<file path="src/cdsel_pkg.sv">
// package for the clock divider and ratio select block
package cdsel_pkg;
    // register offset, width and layout of the clock division control word
    localparam logic [3:0]  CDSEL_CTRL_OFFSET   = 4'h0;
    localparam logic [3:0]  CDSEL_STAT_OFFSET   = 4'h2;
    localparam int          CDSEL_DATA_W        = 16;
    localparam logic [15:0] CDSEL_CTRL_RESET    = 16'h0222;
    localparam logic [15:0] CDSEL_CTRL_WMASK    = 16'h0777;
    localparam int          CDSEL_CORE_LSB      = 8;
    localparam int          CDSEL_PERIPH_LSB    = 4;
    localparam int          CDSEL_BUS_LSB       = 0;
    localparam int          CDSEL_FIELD_W       = 3;
    // ratio codes: smaller code means faster clock
    localparam logic [2:0]  CDSEL_RATIO_X4      = 3'h0;
    localparam logic [2:0]  CDSEL_RATIO_X2      = 3'h1;
    localparam logic [2:0]  CDSEL_RATIO_X1      = 3'h2;
    localparam logic [2:0]  CDSEL_RATIO_HALF    = 3'h3;
    localparam int          CDSEL_PLL_FACTOR    = 4;
    localparam int          CDSEL_DIV_W         = 3;
    // worst-case switch time: one input clock cycle = four multiplied cycles
    localparam int          CDSEL_SWITCH_MAX    = CDSEL_PLL_FACTOR;

    typedef struct packed {
        logic [2:0] core;
        logic [2:0] periph;
        logic [2:0] bus;
    } cdsel_ratio_t;

    typedef enum logic [1:0] {
        CDSEL_IDLE,
        CDSEL_WAIT_BUS,
        CDSEL_WAIT_ALIGN
    } cdsel_state_t;
endpackage : cdsel_pkg

</file>
<file path="src/cdsel_top.sv">
// clock divider with core, peripheral and bus ratio selection
`timescale 1ns/1ps
module cdsel_top
    import cdsel_pkg::*;
(
    input  wire logic                    CLK_SYS_IN,
    input  wire logic                    RST_IN,
    input  wire logic [3:0]              ADDR_IN,
    input  wire logic [CDSEL_DATA_W-1:0] WDATA_IN,
    input  wire logic                    WR_IN,
    input  wire logic                    RD_IN,
    input  wire logic                    BUS_CYCLE_BUSY_IN,
    output logic [CDSEL_DATA_W-1:0]      RDATA_OUT,
    output logic                         CORE_CLK_EN_OUT,
    output logic                         PERIPH_CLK_EN_OUT,
    output logic                         BUS_CLK_EN_OUT,
    output logic                         XFER_CLK_EN_OUT,
    output logic                         INPUT_PHASE_OUT
);
    // CLK_SYS_IN stands for the multiplied clock; each derived clock is an enable on it
    cdsel_ratio_t               written_r;
    cdsel_ratio_t               active_r;
    cdsel_ratio_t               eff;
    cdsel_state_t               state_r;
    logic [CDSEL_DIV_W-1:0]     div_r;
    logic                       pending_r;
    logic                       core_en;
    logic                       periph_en;
    logic                       bus_en;

    // pick the enable for a ratio code off the free-running divider
    function automatic logic ratio_en(input logic [2:0] code, input logic [CDSEL_DIV_W-1:0] d);
        logic en;
        en = 1'b0;
        unique case (code)
            CDSEL_RATIO_X4:   en = 1'b1;
            CDSEL_RATIO_X2:   en = (d[0] == 1'b1);
            CDSEL_RATIO_X1:   en = (d[1:0] == 2'h3);
            CDSEL_RATIO_HALF: en = (d == 3'h7);
            default:          en = 1'b0;
        endcase
        return en;
    endfunction : ratio_en

    // keep the old field when the new code is prohibited
    function automatic logic [2:0] keep_valid(input logic [2:0] nw, input logic [2:0] old);
        return nw[2] ? old : nw;
    endfunction : keep_valid

    // clamp to the core ratio: larger code is slower
    function automatic logic [2:0] clamp(input logic [2:0] own, input logic [2:0] core);
        return (own < core) ? core : own;
    endfunction : clamp

    // divider of the multiplied clock; wraps every eight cycles, two input clock periods
    always_ff @(posedge CLK_SYS_IN) begin
        if (RST_IN) begin
            div_r <= '0;                                          // phase zero aligned with input edge
        end else begin
            div_r <= div_r + 3'h1;
        end
    end

    // software image of the control register, prohibited codes filtered on write
    always_ff @(posedge CLK_SYS_IN) begin
        if (RST_IN) begin
            written_r.core   <= CDSEL_CTRL_RESET[CDSEL_CORE_LSB +: CDSEL_FIELD_W];
            written_r.periph <= CDSEL_CTRL_RESET[CDSEL_PERIPH_LSB +: CDSEL_FIELD_W];
            written_r.bus    <= CDSEL_CTRL_RESET[CDSEL_BUS_LSB +: CDSEL_FIELD_W];
        end else if (WR_IN && ADDR_IN == CDSEL_CTRL_OFFSET) begin
            written_r.core   <= keep_valid(WDATA_IN[CDSEL_CORE_LSB +: CDSEL_FIELD_W], written_r.core);
            written_r.periph <= keep_valid(WDATA_IN[CDSEL_PERIPH_LSB +: CDSEL_FIELD_W], written_r.periph);
            written_r.bus    <= keep_valid(WDATA_IN[CDSEL_BUS_LSB +: CDSEL_FIELD_W], written_r.bus);
        end
    end

    // switch sequencer: wait for bus idle, then for the next input-clock rising edge
    always_ff @(posedge CLK_SYS_IN) begin
        if (RST_IN) begin
            state_r   <= CDSEL_IDLE;
            pending_r <= 1'b0;
        end else begin
            unique case (state_r)
                CDSEL_IDLE: begin
                    if (WR_IN && ADDR_IN == CDSEL_CTRL_OFFSET) begin
                        state_r   <= CDSEL_WAIT_BUS;
                        pending_r <= 1'b1;
                    end
                end
                CDSEL_WAIT_BUS: begin
                    if (!BUS_CYCLE_BUSY_IN) begin
                        state_r <= CDSEL_WAIT_ALIGN;              // current bus cycle has ended
                    end
                end
                CDSEL_WAIT_ALIGN: begin
                    // at most four multiplied cycles, one input clock cycle
                    if (div_r[1:0] == 2'h3) begin
                        // a write landing on the load edge misses this load, so start another switch
                        if (WR_IN && ADDR_IN == CDSEL_CTRL_OFFSET) begin
                            state_r   <= CDSEL_WAIT_BUS;
                            pending_r <= 1'b1;
                        end else begin
                            state_r   <= CDSEL_IDLE;
                            pending_r <= 1'b0;
                        end
                    end
                end
                default: begin
                    state_r   <= CDSEL_IDLE;
                    pending_r <= 1'b0;
                end
            endcase
        end
    end

    // active ratios load on an input-clock boundary so no glitch reaches a module
    always_ff @(posedge CLK_SYS_IN) begin
        if (RST_IN) begin
            active_r.core   <= CDSEL_CTRL_RESET[CDSEL_CORE_LSB +: CDSEL_FIELD_W];
            active_r.periph <= CDSEL_CTRL_RESET[CDSEL_PERIPH_LSB +: CDSEL_FIELD_W];
            active_r.bus    <= CDSEL_CTRL_RESET[CDSEL_BUS_LSB +: CDSEL_FIELD_W];
        end else if (state_r == CDSEL_WAIT_ALIGN && div_r[1:0] == 2'h3) begin
            active_r <= written_r;
        end
    end

    // effective ratios after the core clamp
    always_comb begin
        eff.core   = active_r.core;
        eff.periph = clamp(active_r.periph, active_r.core);
        eff.bus    = clamp(active_r.bus, active_r.core);
        core_en    = ratio_en(eff.core, div_r);
        periph_en  = ratio_en(eff.periph, div_r);
        bus_en     = ratio_en(eff.bus, div_r);
    end

    // enables registered so every output comes from a flip-flop
    always_ff @(posedge CLK_SYS_IN) begin
        if (RST_IN) begin
            CORE_CLK_EN_OUT   <= 1'b0;
            PERIPH_CLK_EN_OUT <= 1'b0;
            BUS_CLK_EN_OUT    <= 1'b0;
            XFER_CLK_EN_OUT   <= 1'b0;
            INPUT_PHASE_OUT   <= 1'b0;
        end else begin
            CORE_CLK_EN_OUT   <= core_en;
            PERIPH_CLK_EN_OUT <= periph_en;                       // peripherals run on this
            BUS_CLK_EN_OUT    <= bus_en;
            XFER_CLK_EN_OUT   <= core_en;                         // transfer controller on core clock
            INPUT_PHASE_OUT   <= (div_r[1:0] == 2'h3);            // one pulse per input clock
        end
    end

    // read data one cycle after the strobe; reserved bits read zero
    always_ff @(posedge CLK_SYS_IN) begin
        if (RST_IN) begin
            RDATA_OUT <= '0;
        end else if (RD_IN && ADDR_IN == CDSEL_CTRL_OFFSET) begin
            RDATA_OUT <= {5'h00, written_r.core, 1'b0, written_r.periph, 1'b0, written_r.bus};
        end else if (RD_IN && ADDR_IN == CDSEL_STAT_OFFSET) begin
            // status: switch pending plus the ratios in force after clamping
            RDATA_OUT <= {pending_r, 4'h0, eff.core, 1'b0, eff.periph, 1'b0, eff.bus};
        end else begin
            RDATA_OUT <= '0;                                      // unmapped or no read
        end
    end
endmodule : cdsel_top

</file>
<file path="config.mk">
export PLATFORM = sky130hd
export DESIGN_NAME = cdsel_top
export DESIGN_NICKNAME = d
export VERILOG_FILES = /design/src/cdsel_pkg.sv /design/src/cdsel_top.sv
export SDC_FILE = /design/constraint.sdc
export NUM_CORES = 1
export LEC_CHECK = 0
export BUFFER_PORTS_ARGS = -buffer_cell sky130_fd_sc_hd__buf_4
export CAP_MARGIN = 25
export CELL_PAD_IN_SITES_DETAIL_PLACEMENT = 1
export CELL_PAD_IN_SITES_GLOBAL_PLACEMENT = 1
export CORE_ASPECT_RATIO = 0.6
export CORE_UTILIZATION = 38
export CTS_CLUSTER_DIAMETER = 120
export DETAILED_ROUTE_END_ITERATION = 8
export HOLD_SLACK_MARGIN = 0.06
export PLACE_DENSITY = 0.89
export SLEW_MARGIN = 20
export SYNTH_ARGS = -nofsm -noshare
export SYNTH_HDL_FRONTEND = slang
export SYNTH_SLANG_ARGS = --single-unit
</file>
<file path="constraint.sdc">
create_clock -name CLK_SYS_IN -period 2.7 [get_ports CLK_SYS_IN]
set_input_delay 0.81 -clock CLK_SYS_IN [delete_from_list [all_inputs] [get_ports CLK_SYS_IN]]
set_output_delay 0.81 -clock CLK_SYS_IN [all_outputs]
set_load 0.01 [all_outputs]
</file>
==> qor.yml, run 1 <==
initial_core_util_pct: 42.2
antenna_found_initial: 0
portBuffers: 29
drt-pass1-iter-count: 2
fin_setup_tns_ns: 0
relSlewSlack_pct: 66.8
finalWirelength_um: 2950
grt_overflow_total: 0
ir_drop_mv: 0.207
power.density_mw_per_mm2: 541
finalHoldViolCount: 0
synth-seq-cells: 29
gp_congestion: 0.759
drt-initial-drc-count: 49
htree_levels: 2
avgSynthCellArea_um2: 9.37
drive_above_1_share_pct: 26.2
synthesis.instances: 137
fin_nets: 199
fp.dieH_um: 47.0
cts_buffers: 5
cap_violations: 0
power_frac_seq_pct: 51.5
placed_cells: 203
max_freq_mhz: 509
seq_area_frac_synth_pct: 45.2
switching_share_pct: 22.0
core_area_mm2: 0.00304
instances_no_fill: 210
path_class: "input pin to register"
worst_pin_slew_ns: 0.496
clk_path_buf_depth: 2
holdCritPathClass: "register to register"
power.net_switching_mw: 0.188
io_pins: 46
track_usage_pct: 18.6
fin_crit_ns: 1.96
rsz0062_at_grt: "no"
crit_fanout: 26
path_cells: "buf_4 -> or4b_4 -> nor3_2 -> nand2_1 -> o21ai_2"
synth_top_area_share_pct: 45.2
grt_first_pass_wirelength_um: 4940
cts-hold-fix-buffers: 0
cts_sinks: 29
min_period_over_period_pct: 72.7
internal_power_mw: 0.667
cts_root_buf: "clkbuf_8"
diodes: 0
worstPathArrival_ns: 2.17
status: "complete, no violations"
clock_latency_ns: 0.28
slew_violations: 0
combPwrFrac_pct: 6.9
critPathRequiredTime_ns: 2.91
critPathMaxStageDelay_ns: 0.53
holdWs_ns: 0.483
synth_area_leader_cell: "dfxtp_1"
p_leak_nw: 0.740
vias: 1034
netlist_top_cells_area: "dfxtp_1 45%, mux2i_1 7.0%, buf_4 5.8%"
start_kind: "input pin"
cts_tree: "done"
die-area_mm2: 0.00362
post_cts_buffers: 0
fp-row-count: 15
die_w_um: 77.0
cts-resized-gates: 0
drc: 0
p_clk_share_pct: 41.7
via_per_inst: 4.92
synth.distinct_cells: 27
netlist_area_mm2: 0.00128
crit_path_end_kind: "register"
syn_to_final_growth_pct: 23.1
ys_warn_count: 0
setup_viol: 0
postRouteAntennaNets: 0
path_clk_slew_ns: 0.06
hpwlAfterDp_um: 2240
finClkSkew_ns: 0.00682
grt_pass1_vias: 1078
reg2regPathDepth: 6
cp_slowest_cell: "or4b_4"
grt_max_degree: 27
post_drt_wl_per_cell_um: 14.0
hold_path_depth: 2
path summary, 6_finish.rpt:
kind / to / slack (ns) / from
max reg2reg: BUS_CLK_EN_OUT$_SDFF_PP0_ / 1.01 / active_r[7]$_SDFFE_PP1P_
min reg2reg: RDATA_OUT[4]$_SDFF_PP0_ / 0.48 / written_r[3]$_SDFFE_PP0P_
min: RDATA_OUT[4]$_SDFF_PP0_ / 0.48 / written_r[3]$_SDFFE_PP0P_
max: RDATA_OUT[9]$_SDFF_PP0_ / 0.74 / RST_IN
state kept, by name, indices dropped and copies added (netlist names):
name,count
BUS_CLK_EN_OUT,1
INPUT_PHASE_OUT,1
PERIPH_CLK_EN_OUT,1
RDATA_OUT,7
XFER_CLK_EN_OUT,1
active_r,6
div_r,3
pending_r,1
state_r,2
written_r,6
Yosys cell counts, drive strengths merged:
cell and instances:
clkinv 1, nand2 9, buf 11, clkbuf 3
nor4 1, or4b 1, conb 1, nand2b 5
o21ai 9, nor3b 2, dfxtp 29, mux2i 9
a21oi 9, nand3b 5, a211oi 3, nor2 13
nor2b 4, and2 1, ha 6, a22o 1
inv 5, nor3 7, or3b 1, nand3 1
cell families (layout without fill, tap and decap cells):
kind of cell	count (synthesis)	in the layout	share of synthesized area (%)
compound gates	22	22	10.9
fa+ha+maj	6	6	5.85
buf+inv	20	43	9.36
flops	29	29	45.2
mux	9	9	7.02
other cells	1	9	0.292
simple gates	50	50	21.3
final cells by class:
class	instances	area, um2
Clock buffer	7	86.3
Tap cell	42	52.6
Timing Repair Buffer	30	225
Fill cell	375	1460
Inverter	6	22.5
Multi-Input combinational cell	96	613
Sequential cell	29	581
metal layers:
layer	GRT usage [%]	vias up	part of all wire (%)
met5	0	-	0
met4	7.55	0	0.98
met3	8.16	4	5.6
met2	33.4	30	49
met1	20.5	492	44
li1	-	508	-
worst max-delay path: cells and delay by family:
family                 cells  cell delay, ns
and+or+nand+nor            3            1.08
buffers and inverters      1            0.20
AOI/OAI and AO/OA          1            0.08
power by group through the flow:
stage / clock network (mW) / logic [mW] / registers [mW]
after global routing: 0.386 / 0.0641 / 0.441
after global placement: 0 / 0.0565 / 0.449
final: 0.356 / 0.0586 / 0.440
after CTS: 0.363 / 0.0587 / 0.440
after floorplan: 0 / 0.0377 / 0.450
after detailed placement: 0 / 0.0582 / 0.450
cells in the final DEF, fill, tap and decap left out, drive strengths merged:
cell type / synthesis / routed
o21ai: 9 / 9
a21oi: 9 / 9
nand2: 9 / 9
nand2b: 5 / 5
a22o: 1 / 1
or3b: 1 / 1
nor2: 13 / 13
mux2i: 9 / 9
nor3: 7 / 7
clkinv: 1 / 1
nor3b: 2 / 2
or4b: 1 / 1
nor4: 1 / 1
ha: 6 / 6
inv: 5 / 5
dfxtp: 29 / 29
clkbuf: 3 / 7
nand3: 1 / 1
and2: 1 / 1
nor2b: 4 / 4
nand3b: 5 / 5
conb: 1 / 9
a211oi: 3 / 3
buf: 11 / 30
metrics by stage:
| step | setup WS [ns] | area (um2) | power (mW) | util (%) |
|---|---|---|---|---|
| 2_1_floorplan | 0.693 | 1310 | 0.487 | - |
| 3_3_place_gp | 0.513 | 1490 | 0.505 | 49.1 |
| 3_5_place_dp | 0.478 | 1490 | 0.508 | 49.1 |
| 4_1_cts | 0.753 | 1580 | 0.862 | 52.0 |
| 5_1_grt | 0.657 | 1580 | 0.891 | 52.0 |
| 6_report | 0.736 | 1580 | 0.855 | 52.0 |
Power figures use the tool's default switching activity.
==> inputs of run 2 (changes only) <==
--- a/config.mk
+++ b/config.mk
@@ -10,11 +10,11 @@
 export CELL_PAD_IN_SITES_DETAIL_PLACEMENT = 1
 export CELL_PAD_IN_SITES_GLOBAL_PLACEMENT = 1
 export CORE_ASPECT_RATIO = 0.6
-export CORE_UTILIZATION = 38
+export CORE_UTILIZATION = 35
 export CTS_CLUSTER_DIAMETER = 120
 export DETAILED_ROUTE_END_ITERATION = 8
 export HOLD_SLACK_MARGIN = 0.06
-export PLACE_DENSITY = 0.89
+export PLACE_DENSITY = 0.84
 export SLEW_MARGIN = 20
 export SYNTH_ARGS = -nofsm -noshare
 export SYNTH_HDL_FRONTEND = slang
==> constraint.sdc (replaced) <==
create_clock -name CLK_SYS_IN -period 1.9 [get_ports CLK_SYS_IN]
set_input_delay 0.57 -clock CLK_SYS_IN [delete_from_list [all_inputs] [get_ports CLK_SYS_IN]]
set_output_delay 0.57 -clock CLK_SYS_IN [all_outputs]
set_load 0.01 [all_outputs]
==> run 2 against run 1 <==
Compared with the run above: sequential power increased by 42%; core utilization decreased by 4.5 points; sequential share of layout area decreased by 0.60 points; count of clock-buffer cells in the layout unchanged; combinational power increased by 48%; routed wire length decreased by 0.68%; first-iteration DRC count decreased by 24%; clock skew about the same; via count about the same; critical endpoint is now BUS_CLK_EN_OUT$_SDFF_PP0_.
==> qor.yml, run 2 (synthesis results as in run 1) <==
initial_core_util_pct: 37.9
r2r-start: "active_r[7]$_SDFFE_PP1P_"
finalHoldViolCount: 0
post_cts_buffers: 0
holdCritPathClass: "register to register"
reg2regPathDepth: 6
syn_to_final_growth_pct: 25.1
setup_viol: 0
pre_cts_slack_ns: 0.00156
vias: 1035
seq_area_um2: 581
cts-resized-gates: 0
p_leak_nw: 0.756
rsz0062_at_grt: "no"
cp_slowest_cell: "a21oi_1"
diodes: 0
clk_path_buf_depth: 2
io_pins: 46
critPathRequiredTime_ns: 2.09
final_common_cell: "buf_4"
htree_levels: 2
fp.dieH_um: 48.9
fin_ws_ns: 0.204
power.density_mw_per_mm2: 763
gp_congestion: 0.769
hold_path_depth: 2
grt_pass1_vias: 1067
regMostFlops: "RDATA_OUT"
r2r_setup_slack_ns: 0.20
timing.rr.end: "BUS_CLK_EN_OUT$_SDFF_PP0_"
postRouteAntennaNets: 0
min_period_over_period_pct: 89.3
finClkSkew_ns: 0.00655
mostFrequentLayoutCells: "33 x buf_4, 29 x dfxtp_1, 13 x nor2_1"
largest_reg_flops: 7
cts_buffers: 5
crit_path_end_kind: "register"
die-area_mm2: 0.00392
cp_top_family: "compound AO/OA/AOI/OAI gates"
drt-pass1-iter-count: 4
cts-hold-fix-buffers: 0
path_cells: "inv_1 -> ha_1 -> nand2b_1 -> a21oi_1 -> mux2i_1 -> a211oi_1"
drt-initial-drc-count: 37
start_kind: "register"
hpwlAfterDp_um: 2230
crit_fanout: 7
critPathMaxStageDelay_ns: 0.36
cts_sinks: 29
drive_above_1_share_pct: 27.5
slew_violations: 0
total_power_mw: 1.23
core_area_mm2: 0.00338
cts_root_buf: "clkbuf_8"
cts_tree: "done"
finalWirelength_um: 2930
path_clk_slew_ns: 0.06
status: "complete, no violations"
grt_overflow_total: 0
portBuffers: 29
nFillCells: 415
multi_input_comb_area_um2: 613
die_w_um: 80.2
clock_latency_ns: 0.28
hold_start: "pending_r$_SDFFE_PP0P_"
holdWs_ns: 0.451
path_class: "register to register"
track_usage_pct: 17.4
worstPathArrival_ns: 1.89
grt_first_pass_wirelength_um: 4920
fin_nets: 202
fp-row-count: 16
fin_setup_tns_ns: 0
via_per_inst: 4.79
cap_violations: 0
grt_max_degree: 26
final_core_util_pct: 47.5
max_freq_mhz: 590
post_drt_wl_per_cell_um: 13.6
ir_drop_mv: 0.354
reg_top3: "RDATA_OUT x7, active_r x6, written_r x6"
hold_end: "pending_r$_SDFFE_PP0P_"
antenna_found_initial: 0
fin_crit_ns: 1.70
drc: 0
path_buf_inv: 1
## run 2: cell types whose count changed in the layout (fill, tap and decap cells not counted)
cell,delta
buf_4,+3
## run 2: worst min-delay path: stages, from the launching register on
cell     delay, ns
dfxtp_1       0.30
nand2_1       0.05
a21oi_1       0.05
## run 2: area by class of cell
class,instances,area share (%)
clock buffer,7,5.37
inverter,6,1.40
multi-input combinational,96,38.2
sequential,29,36.1
tap,45,3.50
timing repair buffer,33,15.4
## run 2: per-layer routing
layer | track usage (%) | wire, um | share of wire [%] | vias to the layer above
met5 | 0 | 0 | 0 | -
met4 | 7.14 | 33 | 1.1 | 0
met3 | 6.73 | 165 | 5.6 | 4
met2 | 28.9 | 1410 | 48 | 24
met1 | 20.0 | 1320 | 45 | 498
li1 | - | - | - | 509
## run 2: worst max path at each step
stage / startpoint / endpoint / slack, ns / cells after the start
5_1_grt: active_r[7]$_SDFFE_PP1P_ / BUS_CLK_EN_OUT$_SDFF_PP0_ / 0.05 / 6
3_3_place_gp: ADDR_IN[3] / RDATA_OUT[1]$_SDFF_PP0_ / 0.04 / 4
6_report: active_r[7]$_SDFFE_PP1P_ / BUS_CLK_EN_OUT$_SDFF_PP0_ / 0.20 / 6
2_1_floorplan: RST_IN / RDATA_OUT[0]$_SDFF_PP0_ / 0.13 / 4
3_5_place_dp: ADDR_IN[3] / RDATA_OUT[4]$_SDFF_PP0_ / 0.002 / 4
4_1_cts: active_r[7]$_SDFFE_PP1P_ / BUS_CLK_EN_OUT$_SDFF_PP0_ / 0.20 / 6
## run 2: per-stage QoR
stage          cell area [um2]  std cells
3_5_place_dp              1520        209
3_3_place_gp              1520        209
2_1_floorplan             1310        145
5_1_grt                   1610        216
6_report                  1610        216
4_1_cts                   1610        216
## run 2: where the power goes
group          switching, mW  leakage, nW  internal, mW  total, mW
clock network          0.227       0.0443         0.287      0.514
registers            0.00635        0.235         0.619      0.625
logic                 0.0419        0.477        0.0450     0.0870
total                  0.276        0.756         0.951       1.23
